==> src/design/clock_output_divider_pkg.sv <==
// package: constants and types for the output clock divider
package clock_output_divider_pkg;

    // special function register map
    localparam logic [7:0] CLOCK_OUT_SETTINGS_ADDR  = 8'h8f;
    localparam logic [7:0] CLOCK_OUT_SETTINGS_RESET = 8'h00;

    // field positions inside clock_out_settings
    localparam int DIVIDER_CLEAR_IDLE_BIT = 7;
    localparam int OUTPUT_INVERT_BIT      = 6;
    localparam int DUTY_BALANCE_SEL_BIT   = 5;
    localparam int DIV_FACTOR_MSB         = 4;
    localparam int DIV_FACTOR_LSB         = 0;
    localparam int DIV_W                  = 5;

    // divide factors at or below this value pass the oscillator clock through
    localparam logic [DIV_W-1:0] DIV_PASS_MAX = 5'h01;
    localparam logic [DIV_W-1:0] DIV_ZERO     = 5'h00;
    localparam logic [DIV_W-1:0] DIV_ONE      = 5'h01;

    // oscillator clock feeding the divider
    localparam int OSC_FREQ_MHZ = 24;

    // pin select bit positions
    localparam int PIN_SEL_W    = 2;
    localparam int PIN_SEL_GPIO4 = 0;
    localparam int PIN_SEL_GPIO6 = 1;

    typedef struct packed {
        logic             clear_idle;
        logic             invert;
        logic             duty_balance;
        logic [DIV_W-1:0] div_factor;
    } clock_out_settings_t;

    typedef struct packed {
        logic       wr;
        logic       rd;
        logic [7:0] addr;
        logic [7:0] wdata;
    } sfr_req_t;

    typedef enum logic [1:0] {
        ST_IDLE = 2'b00,
        ST_RUN  = 2'b01
    } div_state_t;

endpackage

==> src/design/clock_output_divider.sv <==
// output clock divider: settings register, period control and pin drive
`timescale 1ns/10ps
`default_nettype none
//
// Contract
// With duty balance on, the output is kept near 1:1 for every divisor; odd divisors combine two flops, even divisors of 2 or more use wave_q_ff alone.
// With duty balance off and an odd divisor, the low part is one oscillator cycle shorter than the high part.
// A divide factor of 0 or 1 passes the oscillator clock straight through.
// A divide factor above 1 is the integer ratio applied to the oscillator clock.
// Dropping the clock gate lets the running output period finish before the clock stops.
// A new divide factor may be written any time but is used only from the next period boundary.
// The clear/idle bit reads back whether the output has gone idle after disabling.
// Software fixes the duty balance choice before it raises the clock gate.
// The clock gate and pin selects decide whether the clock reaches a pin, apart from divider settings.
// Writing 1 to clear/idle resets the divider at once, forces wave_q_ff low and loads the written divisor.
// The clear/idle bit reads 1 when idle and 0 while a division by 2 or more has a period in progress.
// The output invert sits at the very end of the chain and acts at once, so a stopped clock rests at the invert bit, low unless inverted.
// The output rate depends only on the oscillator and divide factor, not on the system clock divider.
// The divider runs on the oscillator clock and register writes arrive on that clock, used without any synchronizer.
module clock_output_divider
    import clock_output_divider_pkg::*;
(
    input  wire logic                 sys_clk,
    input  wire logic                 rst,
    input  wire logic                 sfr_wr,
    input  wire logic                 sfr_rd,
    input  wire logic [7:0]           sfr_addr,
    input  wire logic [7:0]           sfr_wdata,
    input  wire logic                 clock_gate,
    input  wire logic [PIN_SEL_W-1:0] pin_select,
    output logic [7:0]                sfr_rdata,
    output logic                      gpio4_clk,
    output logic                      gpio4_clk_oe,
    output logic                      gpio6_clk,
    output logic                      gpio6_clk_oe
);

    sfr_req_t            req;
    clock_out_settings_t settings_ff;
    clock_out_settings_t nxt_settings;
    clock_out_settings_t wr_settings;
    div_state_t          state_ff;
    div_state_t          nxt_state;
    logic [DIV_W-1:0]    act_div_ff;
    logic [DIV_W-1:0]    nxt_act_div;
    logic [7:0]          rdata_ff;
    logic [7:0]          nxt_rdata;
    logic                wave_q_ff;
    logic                wave_qn_ff;
    logic                tog_ff;
    logic                tog_n_ff;
    logic [PIN_SEL_W-1:0] oe_ff;
    logic                hit;
    logic                wr_hit;
    logic                clear_req;
    logic                running;
    logic                pass_mode;
    logic                pass_run;
    logic                div_run;
    logic                boundary;
    logic                period_end;
    logic                phase_high;
    logic                idle;
    logic                wave;
    logic                clk_gen;

    function automatic logic is_pass(input logic [DIV_W-1:0] d);
        is_pass = (d <= DIV_PASS_MAX);
    endfunction

    // register access; the caller drives these on the oscillator clock
    assign req         = '{wr: sfr_wr, rd: sfr_rd, addr: sfr_addr, wdata: sfr_wdata};
    assign hit         = (req.addr == CLOCK_OUT_SETTINGS_ADDR);
    assign wr_hit      = req.wr && hit;
    assign wr_settings = clock_out_settings_t'(req.wdata);
    assign clear_req   = wr_hit && wr_settings.clear_idle;

    assign running   = (state_ff == ST_RUN);
    assign pass_mode = is_pass(act_div_ff);
    assign pass_run  = running && pass_mode;
    assign div_run   = running && !pass_mode;
    // a passed-through period is a single oscillator cycle
    assign boundary  = pass_run || period_end;

    div_period_counter u_counter (
        .sys_clk    (sys_clk),
        .rst        (rst),
        .clear      (clear_req),
        .count_en   (div_run),
        .div_val    (act_div_ff),
        .period_end (period_end),
        .phase_high (phase_high)
    );

    // settings store; the clear bit is an action and is never held
    always_comb
    begin
        nxt_settings = settings_ff;
        if (wr_hit)
        begin
            nxt_settings            = wr_settings;
            nxt_settings.clear_idle = 1'b0;
        end
    end

    // period sequencing; oscillator clock only, no system divider term
    always_comb
    begin
        nxt_state   = state_ff;
        nxt_act_div = act_div_ff;
        case (state_ff)
            ST_IDLE:
            begin
                if (clock_gate)
                begin
                    nxt_state   = ST_RUN;
                    nxt_act_div = nxt_settings.div_factor;
                end
            end
            ST_RUN:
            begin
                if (boundary)
                begin
                    nxt_act_div = nxt_settings.div_factor;
                    if (!clock_gate)
                        nxt_state = ST_IDLE;
                end
            end
            default:
            begin
                nxt_state = ST_IDLE;
            end
        endcase
        if (clear_req)
        begin
            nxt_act_div = wr_settings.div_factor;
            nxt_state   = clock_gate ? ST_RUN : ST_IDLE;
        end
    end

    // idle unless a division by 2 or more is mid-period
    assign idle = !div_run;

    always_comb
    begin
        nxt_rdata = 8'h00;
        if (req.rd && hit)
        begin
            nxt_rdata                         = settings_ff;
            nxt_rdata[DIVIDER_CLEAR_IDLE_BIT] = idle;
        end
    end

    always_ff @(posedge sys_clk or posedge rst)
    begin
        if (rst)
        begin
            settings_ff <= clock_out_settings_t'(CLOCK_OUT_SETTINGS_RESET);
            state_ff    <= ST_IDLE;
            act_div_ff  <= DIV_ZERO;
            rdata_ff    <= 8'h00;
            oe_ff       <= '0;
        end
        else
        begin
            settings_ff <= nxt_settings;
            state_ff    <= nxt_state;
            act_div_ff  <= nxt_act_div;
            rdata_ff    <= nxt_rdata;
            oe_ff       <= pin_select;
        end
    end

    // divided waveform and pass-through toggle, rising edge half
    always_ff @(posedge sys_clk or posedge rst)
    begin
        if (rst)
        begin
            wave_q_ff <= 1'b0;
            tog_ff    <= 1'b0;
        end
        else
        begin
            wave_q_ff <= clear_req ? 1'b0 : phase_high;
            tog_ff    <= pass_run ? !tog_ff : tog_ff;
        end
    end

    // falling edge copies; mixing them costs some extra jitter
    always_ff @(negedge sys_clk or posedge rst)
    begin
        if (rst)
        begin
            wave_qn_ff <= 1'b0;
            tog_n_ff   <= 1'b0;
        end
        else
        begin
            wave_qn_ff <= wave_q_ff;
            tog_n_ff   <= tog_ff;
        end
    end

    // odd divisors lose half a cycle of high time to balance the duty
    assign wave = pass_run ? (tog_ff ^ tog_n_ff) :
                  (settings_ff.duty_balance && act_div_ff[0]) ?
                  (wave_q_ff & wave_qn_ff) : wave_q_ff;

    // inverter last, acting at once; may clip a pulse when flipped live
    assign clk_gen = wave ^ settings_ff.invert;

    // clock waveform cannot be a single rising edge flop at full rate
    assign gpio4_clk    = clk_gen;
    assign gpio6_clk    = clk_gen;
    assign gpio4_clk_oe = oe_ff[PIN_SEL_GPIO4];
    assign gpio6_clk_oe = oe_ff[PIN_SEL_GPIO6];
    assign sfr_rdata    = rdata_ff;

endmodule
`default_nettype wire

==> src/design/div_period_counter.sv <==
// period counter for one output clock period of the divider
`timescale 1ns/10ps
`default_nettype none
module div_period_counter
    import clock_output_divider_pkg::*;
(
    input  wire logic             sys_clk,
    input  wire logic             rst,
    input  wire logic             clear,
    input  wire logic             count_en,
    input  wire logic [DIV_W-1:0] div_val,
    output logic                  period_end,
    output logic                  phase_high
);

    logic [DIV_W-1:0] cnt_ff;
    logic [DIV_W-1:0] nxt_cnt;
    logic [DIV_W-1:0] last_cnt;
    logic [DIV_W-1:0] half_cnt;

    assign last_cnt   = div_val - DIV_ONE;
    // low part first, floor(n/2) cycles; high part ceil(n/2)
    assign half_cnt   = div_val >> 1;
    assign period_end = count_en && (cnt_ff == last_cnt);
    assign phase_high = count_en && (cnt_ff >= half_cnt);
    assign nxt_cnt    = clear ? DIV_ZERO :
                        period_end ? DIV_ZERO :
                        count_en ? cnt_ff + DIV_ONE : cnt_ff;

    always_ff @(posedge sys_clk or posedge rst)
    begin
        if (rst)
            cnt_ff <= DIV_ZERO;
        else
            cnt_ff <= nxt_cnt;
    end

endmodule
`default_nettype wire

==> config.mk <==
export PLATFORM = sky130hd
export DESIGN_NAME = clock_output_divider
export DESIGN_NICKNAME = d
export VERILOG_FILES = /design/src/design/clock_output_divider_pkg.sv /design/src/design/clock_output_divider.sv /design/src/design/div_period_counter.sv
export SDC_FILE = /design/constraint.sdc
export NUM_CORES = 1
export LEC_CHECK = 0
export BUFFER_PORTS_ARGS = -buffer_cell sky130_fd_sc_hd__buf_2
export CORE_AREA = 2 2 58 60
export DETAILED_ROUTE_END_ITERATION = 10
export DIE_AREA = 0 0 60 62
export PLACE_DENSITY_LB_ADDON = 0.25
export SLEW_MARGIN = 20
export SYNTH_ARGS = -nofsm -noshare
export SYNTH_HDL_FRONTEND = slang
export SYNTH_SLANG_ARGS = --single-unit
==> constraint.sdc <==
create_clock -name sys_clk -period 2.76 [get_ports sys_clk]
set_input_delay 0.414 -clock sys_clk [delete_from_list [all_inputs] [get_ports sys_clk]]
set_output_delay 0.414 -clock sys_clk [all_outputs]
set_load 0.01 [all_outputs]
## Word-level counts from Yosys, hierarchy flattened

Index checks and enable logic that the tools add are counted.

| storage, ports and cells | value |
|---|---|
| register bits | 33 |
| bits of input ports | 23 |
| word-level logic and storage cells | 60 |

| cells by class | value |
|---|---|
| add/sub/neg operators | 2 |
| $lt $le $gt $ge | 2 |
| equality and inequality tests | 6 |
| multiplexer cells | 18 |
| bitwise operators | 3 |
| reduce and logical (&&, ||, !) cells | 17 |

Operator list:

| cell | count |
|---|---|
| 5-bit 2-to-1 mux | 7 |
| 5-bit case mux with 2 select lines | 1 |
| 8-bit == test, second input constant | 1 |
| 1-bit logical AND | 8 |
| 2-bit 2-to-1 mux | 4 |
| 8-bit 2-to-1 mux | 1 |
| 3-bit inequality test, second input constant | 2 |
| 3-bit AND reduction | 2 |
| 3-bit nonzero test | 2 |
| 5-bit by 1-bit adder with 5-bit output, second input constant | 1 |
| 5-bit == test | 1 |
| 5-bit by 4-bit >= comparator with 1-bit output | 1 |
| 5-bit by 1-bit <= comparator with 1-bit output, second input constant | 1 |
| 5-bit by 1-bit subtractor with 5-bit output, second input constant | 1 |
| 1-bit 2-to-1 mux | 4 |
| 2-bit case mux with 2 select lines | 1 |
| 1-bit logical NOT | 3 |
| 3-bit by 2-bit inequality test with 1-bit output, second input constant | 1 |
| 2-bit by 1-bit == test with 1-bit output, second input constant | 1 |
| 2-bit logical NOT | 1 |
| 1-bit bitwise XOR | 2 |
| 1-bit bitwise AND | 1 |
| 1-bit logical OR | 1 |

## Longest topological paths before layout

| depth | value |
|---|---|
| depth in word-level cells | 8 |
| depth in mapped cells | 8 |
| mapped depth without buffers | 7 |

## By module

From an unflattened synthesis, not the netlist that was laid out.

| unflattened totals | value |
|---|---|
| cells, all modules | 123 |
| area total of the unflattened synthesis | 1559.0 um2 |

By module, submodules not included:

| module | instances | cells an instance | area an instance (um2) | seq. area each (um2) |
|---|---|---|---|---|
| clock_output_divider | 1 | 69 | 1074.8 | 675.6 |
| div_period_counter | 1 | 54 | 484.2 | 125.1 |

==> reports/metrics.csv <==
metric;value;unit
largest family of logic cells by synthesized area;simple AND/OR/NAND/NOR gates;
Setup WS post-layout;-0.3170;ns
clock sinks;32;
slew margin rel.;66.82;%
syn avg cell area;12.04;sq um
DIE AREA;0.003720;sq mm
Tot Pwr;1.278;mW
pin count of the biggest net entering global routing;22;
Critical Path Max Stage Delay;0.41;ns
commonest non-fill, non-tap cell in the layout;buf_2;
Max clock buf depth;2;
status;finished, violations left;
most frequent cells in the layout;buf_2, dfrtp_1, mux2_2;
via count;1086;
1st-iter DRT viols;41;
Worst VDD drop;0.3251;mV
violated checks;setup timing;
Synth Area in XOR/XNOR;5.472;%
area of the core;0.003179;sq mm
Syn-to-layout area delta;18.56;%
Sum Neg Setup Slack;-0.6327;ns
WP data required;2.35;ns
Critical Path Start;tog_n_ff;
Final Hold Vio Count;0;
worst r2r src;act_div_ff[0];
RD Place Congestion;0.8039;
unrepaired setup endpoints after global routing;true;
Clock Latency Late Sink;0.33;ns
Clock Tree Root;clkbuf_4;
Max Slew Vio Count;0;
DP Wirelength;2.138;mm
post-CTS setup buffer count;0;
critical path endpoint category;primary output;
leakage;0.9362;nW
DRC viols;0;
Place WS;0.01500;ns
initial antenna violation count;0;
port bufs;34;
Total GRT Usage;16.27;%
Critical Path AT;2.66;ns
Synth warnings;0;
Max Cap Viol;0;
synth unique cells;39;
GRT overflow;0;
first-pass GRT wire length;4.367;mm
placed insts;209;
n_diodes;0;
DR pass1 iterations;4;
I/O pins;35;
chip width;60;um
Worst setup SP type;flop;
CTS tree;built;
Worst-path clk slew;0.10;ns
critical path class;flop to primary output;
worst path cell trace;xnor2_1, o21ai_1, xor2_1, buf_2;
CP top delay family;flip-flops;
sequential-to-total area share from yosys stat;50.75;%
Compound-Gate Fraction of Synth Area;9.833;%
total CTS buffers;5;
Synth Area in Adders;5.551;%
final setup vio count;2;
Synth Instances;131;
Post-Syn Nets;161;
P per Cell Area;683.1;mW/mm^2
Routed WL;2.727;mm
Vias/cell;5.005;
# rows;21;
initial core utilization;49.63;%
Worst Skew;0.01610;ns
hold_buf cts;0;
Final nets;200;
post-synthesis mux area share;9.199;%
DIE HEIGHT;62;um
Final ANT Viol Nets;0;
Slew @ Worst Pin;0.4940;ns
layout cell share with drive strength beyond 1;38.60;%
DR WL/cell;12.57;um
highest-delay cell along the critical path;dfrtn_1;
HP Class;input port to asynchronous set/reset pin;
Max FO, Critical Path;2;
mapped cell area;0.001578;sq mm
Worst Path Buf+Inv;1;
H-tree Lvls;2;
PostCTS Resize Cnt;0;
fin cells;217;
Synth Area in Simple Gates;15.62;%
vias in the first global route;1007;
Seq cells post-synth;32;
[logic make-up (layout without fill, tap and decap cells)]
logic type,after synthesis,in the layout
buffers and inverters,12,52
xor gates and xnor gates,9,9
and+or+nand+nor,38,38
adders and majority gates,7,7
DFF,32,32
muxes,13,13
AOI/OAI and AO/OA,20,20
[synth_stat cells]
| library cell | number | area share, % |
|---|---|---|
| o211ai_1 | 1 | 0.48 |
| xor2_2 | 1 | 1.0 |
| a41oi_1 | 1 | 0.56 |
| or3b_2 | 1 | 0.56 |
| ha_1 | 7 | 5.6 |
| buf_4 | 1 | 0.48 |
| inv_1 | 8 | 1.9 |
| clkbuf_1 | 2 | 0.48 |
| a2111oi_4 | 1 | 1.7 |
| nor2b_1 | 1 | 0.40 |
| mux2i_1 | 1 | 0.63 |
| dfrtn_1 | 2 | 3.2 |
| o22ai_1 | 1 | 0.40 |
| nor3_1 | 2 | 0.63 |
| a21oi_1 | 4 | 1.3 |
| mux2_2 | 12 | 8.6 |
| nor4_1 | 3 | 1.2 |
| nand3b_1 | 1 | 0.48 |
| nand2b_1 | 4 | 1.6 |
| o21ai_0 | 6 | 1.9 |
| a31oi_1 | 2 | 0.79 |
| or2_2 | 1 | 0.40 |
| and3_1 | 8 | 3.2 |
| nor4_4 | 1 | 1.3 |
| a21boi_0 | 1 | 0.48 |
| nand4_1 | 2 | 0.79 |
| nand2_1 | 3 | 0.71 |
| and2_2 | 1 | 0.48 |
| nor2_1 | 3 | 0.71 |
| o21bai_1 | 2 | 0.95 |
| dfrtp_1 | 30 | 48 |
| nand2_2 | 1 | 0.40 |
| xnor2_1 | 5 | 2.8 |
| nand2b_4 | 1 | 0.87 |
| a211oi_4 | 1 | 1.3 |
| xor2_1 | 3 | 1.7 |
| nand3_1 | 3 | 0.95 |
| buf_6 | 1 | 0.71 |
| and3_2 | 2 | 0.95 |
[registers in the layout, indices dropped and copies added, names as in the netlist]
name and cells:
act_div_ff 5, oe_ff 2, settings_ff 7, sfr_rdata 8
state_ff 1, tog_ff 1, tog_n_ff 1, u_counter.cnt_ff 5
wave_q_ff 1, wave_qn_ff 1
[path summary, 6_finish.rpt]
kind / to / slack (ns) / depth (start not counted)
setup / recovery: gpio4_clk / -0.32 / 4
hold / removal: tog_ff / 0.06 / 2
setup reg to reg: act_div_ff[2] / 0.38 / 7
hold reg to reg: sfr_rdata[1] / 0.49 / 1
max in group asynchronous: tog_n_ff / 1.10 / 2
min in group sys_clk: oe_ff[0] / 0.18 / 1
[power breakdown]
part	switching [mW]	internal, mW	leakage (nW)
Combinational	0.175	0.168	0.465
Clock	0.155	0.190	0.0422
Sequential	0.0650	0.525	0.429
Total	0.395	0.883	0.936
[cell type report]
| cell class | instances | area, sq um |
|---|---|---|
| clock buffer | 6 | 41.29 |
| sequential | 32 | 800.8 |
| timing repair buffer | 36 | 185.2 |
| clock inverter | 2 | 35.03 |
| fill | 274 | 1309 |
| inverter | 8 | 30.03 |
| tap | 46 | 57.56 |
| multi-input combinational | 87 | 720.7 |
[metal layers]
layer	vias up	wire, um	track usage, %
li1	536	-	-
met1	509	1151	18.25
met5	-	0	0
met2	36	1366	28.26
met3	5	160	5.176
met4	0	48	7.619
[through the flow]
step / util (%) / hold WS, ns / instance area, sq um
floorplan: - / 0.4454 / 1578
global placement: 56.43 / 0.4286 / 1794
detailed placement: 56.43 / 0.4343 / 1794
CTS: 58.84 / 0.06967 / 1871
global route: 58.84 / 0.09406 / 1871
finish: 58.84 / 0.05712 / 1871
[worst reg2reg max path, stage by stage, from the launching register on]
cell and delay (ns):
dfrtp_1 0.50, inv_1 0.07, ha_1 0.26, and3_2 0.23
o22ai_1 0.27, a2111oi_4 0.16, a211oi_4 0.39, mux2_2 0.38
Note: power is estimated with default switching activity, not from simulation.
